### config.mk
export PLATFORM = sky130hd
export DESIGN_NAME = pcs_port_clock
export DESIGN_NICKNAME = d
export VERILOG_FILES = /design/src/pcs_pkg.sv /design/src/pcs_port_clock.sv /design/src/pcs_sync.sv
export SDC_FILE = /design/constraint.sdc
export NUM_CORES = 1
export LEC_CHECK = 0
export BUFFER_PORTS_ARGS = -buffer_cell sky130_fd_sc_hd__buf_2
export CAP_MARGIN = 40
export CORE_UTILIZATION = 51
export CTS_BUF_LIST = sky130_fd_sc_hd__clkbuf_4 sky130_fd_sc_hd__clkbuf_8
export CTS_CLUSTER_SIZE = 24
export DETAILED_ROUTE_END_ITERATION = 10
export GPL_TIMING_DRIVEN = 0
export PLACE_DENSITY = 0.82
export SYNTH_ARGS = -nofsm -noshare
export SYNTH_HDL_FRONTEND = slang
export SYNTH_HIERARCHICAL = 1
export SYNTH_SLANG_ARGS = --single-unit
### constraint.sdc
create_clock -name clk_sys_in -period 2 [get_ports clk_sys_in]
set_clock_uncertainty 0.2 [all_clocks]
set_input_delay 0.1 -clock clk_sys_in [delete_from_list [all_inputs] [get_ports clk_sys_in]]
set_output_delay 0.1 -clock clk_sys_in [all_outputs]
set_load 0.05 [all_outputs]
### src/pcs_pkg.sv
// Package: constants for the port and clock select block
// Operation
// - Each bit-port pin has its own separately writable output latch.
// - Bit-port pin level is offered only as a skip condition.
// - Two 4-bit ports written and read as nibbles; latch one means input.
// - Output ports only pull low; latch one leaves the pin undriven.
// - Control bits enable pull-up and key-on wakeup; bit i serves pin i of both nibble ports.
// - Pull-up bit one turns pull-up on; wakeup bit zero disables wakeup.
// - After reset all open-drain pins stay released until a zero is written.
// - A 3-bit input port shares pins with serial clock, out and in.
// - The 3-bit port stays readable while serial functions use its pins.
// - Clock mode bit 3 selects oscillator rate (0) or half rate (1).
// - Half rate is selected whenever reset is left.
// - The instruction clock is the system clock divided by three.
// - One instruction clock period is one machine cycle.
// - The reset pin is pulled low on a watchdog reset.
// - Two interrupt pins give interrupt requests and back-up wakeup.
package pcs_pkg;
    localparam int BIT_PORT_W = 8;
    localparam int NIB_W = 4;
    localparam int IN_PORT_W = 3;
    localparam int MODE_W = 4;
    localparam int SYSCLK_HALVE_BIT = 3;
    localparam logic [MODE_W-1:0] MODE_RESET = 4'h8;
    localparam logic [BIT_PORT_W-1:0] BIT_LATCH_RESET = 8'hff;
    localparam logic [NIB_W-1:0] NIB_LATCH_RESET = 4'hf;
    localparam logic [NIB_W-1:0] CTRL_RESET = 4'h0;
    localparam int SYNC_STAGES = 2;
    localparam int INSTR_DIV = 3;
    localparam int IDX_W = 3;
endpackage

### src/pcs_port_clock.sv
// Module: port latches, pin inputs, wakeup and system clock division
`timescale 1ns/1ps
module pcs_port_clock (
    // Clock and reset
    input wire logic clk_sys_in,
    input wire logic rst_in,
    // Bit port instructions
    input wire logic set_bit_port_instr_in,
    input wire logic reset_bit_port_instr_in,
    input wire logic clear_all_bit_port_instr_in,
    input wire logic skip_bit_port_zero_instr_in,
    input wire logic [pcs_pkg::IDX_W-1:0] bit_index_in,
    output logic skip_out,
    // Nibble port instructions
    input wire logic write_nibble_a_instr_in,
    input wire logic write_nibble_b_instr_in,
    input wire logic read_nibble_a_instr_in,
    input wire logic read_nibble_b_instr_in,
    input wire logic read_input_port_instr_in,
    input wire logic [pcs_pkg::NIB_W-1:0] acc_in,
    output logic [pcs_pkg::NIB_W-1:0] read_data_out,
    output logic read_valid_out,
    // Control registers
    input wire logic pullup_write_in,
    input wire logic keyon_write_in,
    input wire logic mode_write_in,
    input wire logic serial_select_write_in,
    input wire logic [pcs_pkg::NIB_W-1:0] ctrl_data_in,
    output logic [pcs_pkg::NIB_W-1:0] pullup_control_out,
    output logic [pcs_pkg::NIB_W-1:0] keyon_wake_control_out,
    output logic [pcs_pkg::MODE_W-1:0] clock_mode_register_out,
    output logic [pcs_pkg::NIB_W-1:0] serial_pin_select_out,
    // Bit port pins
    input wire logic [pcs_pkg::BIT_PORT_W-1:0] bit_port_pins_in,
    output logic [pcs_pkg::BIT_PORT_W-1:0] bit_port_pins_out,
    output logic [pcs_pkg::BIT_PORT_W-1:0] bit_port_pins_oe_out,
    // Nibble port pins
    input wire logic [pcs_pkg::NIB_W-1:0] nibble_port_a_pins_in,
    input wire logic [pcs_pkg::NIB_W-1:0] nibble_port_b_pins_in,
    output logic [pcs_pkg::NIB_W-1:0] nibble_port_a_pins_oe_out,
    output logic [pcs_pkg::NIB_W-1:0] nibble_port_b_pins_oe_out,
    output logic [pcs_pkg::NIB_W-1:0] nibble_port_a_pullup_out,
    output logic [pcs_pkg::NIB_W-1:0] nibble_port_b_pullup_out,
    output logic [pcs_pkg::NIB_W-1:0] nibble_port_a_pins_out,
    output logic [pcs_pkg::NIB_W-1:0] nibble_port_b_pins_out,
    // Input port, interrupts, wakeup
    input wire logic [pcs_pkg::IN_PORT_W-1:0] input_port_pins_in,
    input wire logic ext_irq_a_in,
    input wire logic ext_irq_b_in,
    output logic [pcs_pkg::IN_PORT_W-1:0] input_port_level_out,
    output logic ext_irq_a_out,
    output logic ext_irq_b_out,
    output logic keyon_wake_out,
    // Reset pin and clocks
    input wire logic watchdog_reset_in,
    output logic reset_pin_out,
    output logic reset_pin_oe_out,
    output logic sys_clk_en_out,
    output logic instr_clk_en_out
);
    localparam int IO_W = 2 * pcs_pkg::NIB_W + pcs_pkg::IN_PORT_W + 2 + pcs_pkg::BIT_PORT_W;

    logic [IO_W-1:0] raw_pins;
    logic [IO_W-1:0] sync_pins;
    logic [pcs_pkg::BIT_PORT_W-1:0] bit_sync;
    logic [pcs_pkg::NIB_W-1:0] a_sync;
    logic [pcs_pkg::NIB_W-1:0] b_sync;
    logic [pcs_pkg::IN_PORT_W-1:0] in_sync;
    logic irq_a_sync;
    logic irq_b_sync;

    assign raw_pins = {bit_port_pins_in, ext_irq_b_in, ext_irq_a_in, input_port_pins_in,
                       nibble_port_b_pins_in, nibble_port_a_pins_in};

    pcs_sync #(.WIDTH(IO_W)) u_sync (
        .clk_sys_in(clk_sys_in),
        .rst_in(rst_in),
        .async_in(raw_pins),
        .sync_out(sync_pins)
    );

    assign {bit_sync, irq_b_sync, irq_a_sync, in_sync, b_sync, a_sync} = sync_pins;

    // Wakeup term for one nibble port; a pin held low with its bit set wakes
    function automatic logic nib_wake(input logic [pcs_pkg::NIB_W-1:0] lvl,
                                      input logic [pcs_pkg::NIB_W-1:0] en);
        nib_wake = |(~lvl & en);
    endfunction

    // Port and control state
    logic [pcs_pkg::BIT_PORT_W-1:0] bit_latch_q, bit_latch_d;
    logic [pcs_pkg::NIB_W-1:0] nib_a_q, nib_a_d, nib_b_q, nib_b_d;
    logic [pcs_pkg::NIB_W-1:0] pullup_q, pullup_d, keyon_q, keyon_d, serial_q, serial_d;
    logic [pcs_pkg::MODE_W-1:0] mode_q, mode_d;
    logic skip_q, skip_d;
    logic [pcs_pkg::NIB_W-1:0] rdata_q, rdata_d;
    logic rvalid_q, rvalid_d;
    logic [pcs_pkg::IN_PORT_W-1:0] in_lvl_q, in_lvl_d;
    logic irq_a_q, irq_a_d, irq_b_q, irq_b_d, wake_q, wake_d, rst_pin_q, rst_pin_d;

    always_comb begin
        bit_latch_d = bit_latch_q;
        if (clear_all_bit_port_instr_in)
            bit_latch_d = '0;
        else if (set_bit_port_instr_in)
            bit_latch_d[bit_index_in] = 1'b1;
        else if (reset_bit_port_instr_in)
            bit_latch_d[bit_index_in] = 1'b0;
        nib_a_d = write_nibble_a_instr_in ? acc_in : nib_a_q;
        nib_b_d = write_nibble_b_instr_in ? acc_in : nib_b_q;
        pullup_d = pullup_write_in ? ctrl_data_in : pullup_q;
        keyon_d = keyon_write_in ? ctrl_data_in : keyon_q;
        serial_d = serial_select_write_in ? ctrl_data_in : serial_q;
        mode_d = mode_write_in ? ctrl_data_in : mode_q;
        // Pin level is tested only, never loaded into the accumulator
        skip_d = skip_bit_port_zero_instr_in & ~bit_sync[bit_index_in];
        rvalid_d = read_nibble_a_instr_in | read_nibble_b_instr_in | read_input_port_instr_in;
        rdata_d = '0;
        if (read_nibble_a_instr_in)
            rdata_d = a_sync;
        else if (read_nibble_b_instr_in)
            rdata_d = b_sync;
        else if (read_input_port_instr_in)
            rdata_d = {1'b0, in_sync};
        in_lvl_d = in_sync;
        irq_a_d = irq_a_sync;
        irq_b_d = irq_b_sync;
        // Wake bit i covers pin i of both nibble ports
        wake_d = nib_wake(a_sync, keyon_q) | nib_wake(b_sync, keyon_q)
                 | irq_a_sync | irq_b_sync;
        rst_pin_d = watchdog_reset_in;
    end

    always_ff @(posedge clk_sys_in or posedge rst_in) begin
        if (rst_in) begin
            bit_latch_q <= pcs_pkg::BIT_LATCH_RESET;
            nib_a_q <= pcs_pkg::NIB_LATCH_RESET;
            nib_b_q <= pcs_pkg::NIB_LATCH_RESET;
            pullup_q <= pcs_pkg::CTRL_RESET;
            keyon_q <= pcs_pkg::CTRL_RESET;
            serial_q <= pcs_pkg::CTRL_RESET;
            mode_q <= pcs_pkg::MODE_RESET;
            skip_q <= 1'b0;
            rdata_q <= '0;
            rvalid_q <= 1'b0;
            in_lvl_q <= '0;
            irq_a_q <= 1'b0;
            irq_b_q <= 1'b0;
            wake_q <= 1'b0;
            rst_pin_q <= 1'b0;
        end else begin
            bit_latch_q <= bit_latch_d;
            nib_a_q <= nib_a_d;
            nib_b_q <= nib_b_d;
            pullup_q <= pullup_d;
            keyon_q <= keyon_d;
            serial_q <= serial_d;
            mode_q <= mode_d;
            skip_q <= skip_d;
            rdata_q <= rdata_d;
            rvalid_q <= rvalid_d;
            in_lvl_q <= in_lvl_d;
            irq_a_q <= irq_a_d;
            irq_b_q <= irq_b_d;
            wake_q <= wake_d;
            rst_pin_q <= rst_pin_d;
        end
    end

    // Clock divider: system enable then divide by three
    logic half_q, half_d, sys_en_q, sys_en_d, ins_en_q, ins_en_d;
    logic [1:0] div3_q, div3_d;
    logic sys_tick;

    always_comb begin
        half_d = ~half_q;
        // Bit 3 set halves the oscillator rate
        sys_tick = mode_q[pcs_pkg::SYSCLK_HALVE_BIT] ? half_q : 1'b1;
        sys_en_d = sys_tick;
        div3_d = div3_q;
        ins_en_d = 1'b0;
        if (sys_tick) begin
            if (div3_q == 2'(pcs_pkg::INSTR_DIV - 1)) begin
                div3_d = '0;
                ins_en_d = 1'b1;
            end else begin
                div3_d = div3_q + 2'h1;
            end
        end
    end

    always_ff @(posedge clk_sys_in or posedge rst_in) begin
        if (rst_in) begin
            half_q <= 1'b0;
            sys_en_q <= 1'b0;
            ins_en_q <= 1'b0;
            div3_q <= '0;
        end else begin
            half_q <= half_d;
            sys_en_q <= sys_en_d;
            ins_en_q <= ins_en_d;
            div3_q <= div3_d;
        end
    end

    // Open-drain: data always low, enable when latch holds zero
    assign bit_port_pins_out = '0;
    assign bit_port_pins_oe_out = ~bit_latch_q;
    assign nibble_port_a_pins_out = '0;
    assign nibble_port_b_pins_out = '0;
    assign nibble_port_a_pins_oe_out = ~nib_a_q;
    assign nibble_port_b_pins_oe_out = ~nib_b_q;
    assign nibble_port_a_pullup_out = pullup_q;
    assign nibble_port_b_pullup_out = pullup_q;
    assign pullup_control_out = pullup_q;
    assign keyon_wake_control_out = keyon_q;
    assign clock_mode_register_out = mode_q;
    assign serial_pin_select_out = serial_q;
    assign skip_out = skip_q;
    assign read_data_out = rdata_q;
    assign read_valid_out = rvalid_q;
    assign input_port_level_out = in_lvl_q;
    assign ext_irq_a_out = irq_a_q;
    assign ext_irq_b_out = irq_b_q;
    assign keyon_wake_out = wake_q;
    assign reset_pin_out = 1'b0;
    assign reset_pin_oe_out = rst_pin_q;
    assign sys_clk_en_out = sys_en_q;
    assign instr_clk_en_out = ins_en_q;
endmodule // pcs_port_clock

### src/pcs_sync.sv
// Module: two-flop synchroniser for a vector of pin inputs
`timescale 1ns/1ps
module pcs_sync #(
    parameter int WIDTH = 1
) (
    // Clock and reset
    input wire logic clk_sys_in,
    input wire logic rst_in,
    // Data
    input wire logic [WIDTH-1:0] async_in,
    output logic [WIDTH-1:0] sync_out
);
    logic [WIDTH-1:0] meta_q;
    logic [WIDTH-1:0] meta_d;
    logic [WIDTH-1:0] sync_q;
    logic [WIDTH-1:0] sync_d;

    always_comb begin
        meta_d = async_in;
        sync_d = meta_q;
    end

    // First stage feeds only the second
    always_ff @(posedge clk_sys_in or posedge rst_in) begin
        if (rst_in) begin
            meta_q <= '0;
            sync_q <= '0;
        end else begin
            meta_q <= meta_d;
            sync_q <= sync_d;
        end
    end

    assign sync_out = sync_q;
endmodule // pcs_sync

# Yosys cells after proc, flatten, opt, wreduce, memory -nomap -nowiden
# Cells that the tools add are included.
[totals]
reg_bits = 92
latchBits = 0
ram_bits = 0
mem_bits_ro = 0
inputBits = 48
wordCells = 61
memories = 0
[op_classes]
add_sub_neg = 1
n_mul = 0
n_div = 0
n_lt_le_gt_ge = 2
eq_ne = 1
shifts = 0
n_mux = 14
n_bitwise = 18
n_reduce_logical = 4
[ops]
columns = ["operator", "count"]
rows = [
  ["8-bit two-way mux", 3],
  ["4-bit inverter", 4],
  ["8-bit inverter", 2],
  ["4-bit AND", 2],
  ["8-bit AND", 1],
  ["4-bit two-way mux", 2],
  ["8-bit OR", 1],
  ["4-bit OR reduction", 2],
  ["1-bit two-way mux", 5],
  ["1-bit OR", 5],
  ["3-bit by 4-bit less-than comparator with 1-bit output, second input constant", 1],
  ["1-bit binary-select mux with 3-bit select", 1],
  ["1-bit demux with 3-bit select", 1],
  ["3-bit by 1-bit greater-or-equal comparator with 1-bit output, second input constant", 1],
  ["3-bit two-way mux", 1],
  ["3-bit nonzero test", 1],
  ["2-bit by 1-bit adder with 2-bit output, second input constant", 1],
  ["2-bit == test, second input constant", 1],
  ["2-bit two-way mux", 1],
  ["1-bit inverter", 2],
  ["1-bit AND", 1],
  ["1-bit logical AND", 1],
]

# Depth between registers and ports, before layout
[depth]
word_depth = 9
ltp_mapped = 5
ltp_nobuf = 3

# By module
# The synthesis kept the hierarchy.
[modules_own_cells]
columns = ["mod", "n_inst", "cells_each", "area_each_um2", "seq_area_each_um2"]
rows = [
  ["pcs_port_clock", 1, 200, 2235.9, 1272.5],
  ["pcs_sync", 1, 43, 1054.8, 1051.0],
]

# Worst setup path before layout
# No wires, ideal clock.
[synth_timing]
kind = "register to register"
start = "register mode_q, in the netlist clock_mode_register_out[3]"
end = "register div3_q[1]"
arrival_time_ns = 1.226
required_ns = 1.682
path_slack_ns = 0.456
stages_incl_launch_ff = 4
n_path_buf = 0
period_less_slack_ns = 1.544
cell_sequence = "dfstp_2 > nor2b_1 > nor3b_1 > a21o_1"
[synth_via]
elab_chain_len = 1
[synth_lines]
columns = ["element", "line", "source"]
rows = [
  ["start, declared", "pcs_port_clock.sv:94", "logic [pcs_pkg::MODE_W-1:0] mode_q, mode_d;"],
  ["start signal, assigned", "pcs_port_clock.sv:142", "mode_q <= pcs_pkg::MODE_RESET;"],
  ["start signal, assigned", "pcs_port_clock.sv:158", "mode_q <= mode_d;"],
  ["1-bit two-way mux", "pcs_port_clock.sv:178", "sys_tick = mode_q[pcs_pkg::SYSCLK_HALVE_BIT] ? half_q : 1'b1;"],
  ["end signal, assigned", "pcs_port_clock.sv:202", "div3_q <= div3_d;"],
  ["end, declared", "pcs_port_clock.sv:172", "logic [1:0] div3_q, div3_d;"],
]
# No other way between the ends.
# A chain may end at the register's enable or synchronous reset.

==> results_tabular.tex <==
\begin{tabular}{lr}
\hline
Metric & Value \\
\hline
\multicolumn{2}{l}{\textbf{Status}} \\
Status & complete, no violations \\
\multicolumn{2}{l}{\textbf{Yosys}} \\
Adder-cell area share of the yosys netlist & 0\% \\
Cell Area, Synth & 3291 um\^{}2 \\
Synthesized area per cell & 13.54 um\^{}2 \\
Largest family of logic cells by synthesized area & buffers and inverters \\
Ys async rst share & 100.0\% \\
Post-Synthesis Cells & 243 \\
Sequential element share of the synthesized area & 70.61\% \\
Leading register cell type out of synthesis & dfrtp\_1 \\
Fraction of the mapped netlist area in simple logic gates & 6.882\% \\
Yosys warning count & 6 \\
Synth top area cells & dfrtp\_1 (57\%), dfstp\_2 (14\%), buf\_4 (5.9\%), mux2\_2 (5.5\%), inv\_1 (2.6\%) \\
Number of enable flip-flop cells after synthesis & 0 \\
Multiplexer share of the synthesized area & 7.072\% \\
Yosys reg bits & 92 \\
Cell type contributing the most total cell area after synthesis & dfrtp\_1 \\
XOR/XNOR Fraction of Synth Area & 0\% \\
Synth unique cells & 32 \\
Post-synthesis compound-gate area fraction & 6.084\% \\
Post-synth top area share & 57.03\% \\
\multicolumn{2}{l}{\textbf{Worst setup path}} \\
Critical path type & input port to flip-flop \\
Critical-path maximum fanout & 2 \\
Data required time at the worst endpoint & 2.07 ns \\
Worst endpoint data arrival time & 2.01 ns \\
Setup crit end kind & flip-flop \\
CP Launch Type & input port \\
\multicolumn{2}{l}{\textbf{Die}} \\
Die area & 6777 um\^{}2 \\
Core ar. & 6061 um\^{}2 \\
Floorplan row count & 28 \\
IO Count & 120 \\
Starting utilization of the core area & 54.29\% \\
Die outline height & 82.33 um \\
Die Span X & 82.33 um \\
\multicolumn{2}{l}{\textbf{Cells and area}} \\
Signed area change from the synthesized netlist to the final layout & 45.63\% \\
Utilization after layout & 79.07\% \\
Number of antenna cells inserted & 0 \\
Post-layout net count & 477 \\
Fraction of layout instances using a drive strength above 1 & 41.57\% \\
\multicolumn{2}{l}{\textbf{Timing}} \\
Max\_slew headroom & 44.96\% \\
Fin. max-slew vios & 0 \\
Transition at the pin with the smallest max-transition slack & 0.8247 ns \\
Total of endpoints with negative setup slack in the final report & 0 \\
Number of hold-slack violations in the final timing report & 0 \\
Period utilisation layout & 96.69\% \\
Maximum clock frequency & 517.1 MHz \\
Final period demand of the worst path & 1.934 ns \\
Final-layout worst hold slack & 0.05486 ns \\
RSZ-0062 raised after global routing & no \\
\multicolumn{2}{l}{\textbf{Power}} \\
Relative contribution of the clock network to total power & 31.1\% \\
Switching portion of total power & 30.32\% \\
Part of the power in registers & 47.7\% \\
Power share of the combinational group & 21.2\% \\
Internal cell power & 3036 uW \\
Pwr dens & 909.1 nW/um\^{}2 \\
Maximum VDD drop & 0.8595 mV \\
Leak pwr & 0.002312 uW \\
Net switching power figure & 1321 uW \\
\multicolumn{2}{l}{\textbf{GRT}} \\
Antenna violations before repair & 0 \\
First-pass GRT wire length & 11.03 mm \\
Total global routing track utilization & 23.17\% \\
Congestion Overflow GR & 0 \\
Maximum number of pins on one net before global-route repair & 42 \\
Vias in the first global route & 2325 \\
\multicolumn{2}{l}{\textbf{Clock tree}} \\
Insertion delay to the later sink of the worst-skew pair & 0.34 ns \\
TritonCTS clock tree & yes \\
Clk pin slew, worst setup/hold paths & 0.09 ns \\
Number of sinks driven by the clock tree & 92 \\
Post-CTS Setup Inserts & 0 \\
Root buffer cell & clkbuf\_8 \\
Maximum clock path buffer count & 2 \\
TritonCTS buffer count & 9 \\
Deepest level of the CTS H-tree & 3 \\
\multicolumn{2}{l}{\textbf{Routing}} \\
Total Routed Length & 7.218 mm \\
Routed length per placed instance & 14.21 um \\
Number of nets with antenna violations after detailed routing & 0 \\
Number of design rule violations left after detail routing & 0 \\
Via/cell ratio & 4.701 \\
Number of vias in the routed layout & 2388 \\
Router iterations before antenna repair & 4 \\
Number of DRC violations after detailed-routing iteration 0 & 80 \\
\multicolumn{2}{l}{\textbf{Run}} \\
Max-cap violation count & 0 \\
\multicolumn{2}{l}{\textbf{Placed design}} \\
Placer's final routability congestion estimate & 0.7998 \\
IO buf count & 99 \\
HPWL reported at the end of detailed placement & 4.457 mm \\
\multicolumn{2}{l}{\textbf{Hold path}} \\
HP Class & input port to asynchronous set/reset pin \\
\hline
\end{tabular}
-- final cells by class --
cell class                 count  area [um^2]
timing repair buffer         160         1134
clock buffer                   9        123.9
multi-input combinational    113        723.2
inverter                      23        86.33
fill                         369         1269
clock inverter                 6        95.09
buffer                        30        212.7
sequential                    92         2323
tap                           75        93.84
-- per-layer routing --
metal	GRT usage (%)	vias to the layer above	part of all wire, %
met5	0	-	0
met4	12.98	0	3.5
met3	4.725	20	4.4
met2	41.74	82	54
met1	25.36	1151	38
li1	-	1135	-
-- worst paths after layout --
check / cells after the start / slack (ns) / endpoint / startpoint
min: 3 / 0.05 / serial_pin_select_out[2]$_DFFE_PP0P_ / rst_in
max: 6 / 0.07 / nib_b_q[1]$_DFFE_PP1P_ / acc_in[1]
max in group asynchronous: 4 / 0.72 / u_sync/sync_out[16]$_DFF_PP0_ / rst_in
max reg2reg: 4 / 0.32 / bit_latch_q[0]$_DFFE_PP1P_ / bit_latch_q[0]$_DFFE_PP1P_
min in group clk_sys_in: 0 / 0.15 / u_sync/sync_out[18]$_DFF_PP0_ / u_sync/meta_q[18]$_DFF_PP0_
min reg2reg: 0 / 0.15 / u_sync/sync_out[18]$_DFF_PP0_ / u_sync/meta_q[18]$_DFF_PP0_
-- critical path: stages --
cell           delay, ns
dlygate4sd3_1       0.56
buf_2               0.14
nand2_1             0.05
dlygate4sd3_1       0.53
o21ai_0             0.07
dlygate4sd3_1       0.56
-- synthesized netlist by cell type (2+ instances only) --
library cell  count
dfrtp_1          75
buf_4            26
inv_1            23
nand2_1          20
dfstp_2          17
mux2_2           16
o21ai_0          16
a21oi_1          10
nand4_1           5
and3b_1           3
buf_2             3
mux2i_1           3
nor2_1            3
a21o_1            2
nand3_1           2
nand4bb_1         2
nor3b_1           2
-- flip-flops by register name (all words and copies together) (netlist names), 3 cells and up --
name                      cells
u_sync/meta_q                21
u_sync/sync_out              21
clock_mode_register_out       4
nibble_port_a_pullup_out      4
nib_a_q                       4
serial_pin_select_out         4
bit_latch_q                   8
keyon_wake_control_out        4
nib_b_q                       4
input_port_level_out          3
read_data_out                 4
-- cell families after synthesis --
logic type,after synthesis
buffers and inverters,54
multiplexers,20
other,1
flip-flops,92
AND/OR/NAND/NOR,42
AO/OA/AOI/OAI,34
-- cell usage in the layout (no fill, tap or decap), types with 2 or more instances in the layout --
cell type	instances
a21oi_1	10
and3b_1	3
buf_4	26
nand4bb_1	2
nand2_1	20
buf_2	101
nand3_1	2
inv_1	22
nor2_1	3
nor3b_1	2
conb_1	17
mux2i_1	3
nand4_1	5
a21o_1	2
dfrtp_1	75
clkbuf_8	9
clkinvlp_4	2
dfstp_2	17
o21ai_0	16
dlygate4sd3_1	59
bufinv_16	2
mux2_2	16
-- power groups by stage --
stage                     sequential (uW)  combinational (uW)  clock, uW
after floorplan                      2300                 421          0
after global placement               2100                 798          0
after detailed placement             2110                 826          0
after CTS                            2080                 920       1370
after global routing                 2090                 983       1450
final                                2080                 924       1350
-- through the flow --
stage	cell area, um^2	std cells	TNS, ns	total power, uW	setup WS, ns
after floorplan	3351	259	0	2719	0.4564
after global placement	3940	433	-2.352	2901	-0.07487
after detailed placement	3988	435	0	2938	0.5796
after CTS	4807	510	0	4372	0.09420
after global routing	4792	508	0	4525	0.01346
final	4792	508	0	4357	0.06611
-- what timing repair did --
| action | in CTS | in global routing |
|---|---|---|
| hold buffers | 60 | 0 |
| gates resized for setup | 0 | 0 |
| setup endpoints to repair | 0 | 2 |
| endpoints found under the hold margin | 130 | 0 |
No activity file was read; power rests on OpenSTA's default activity.
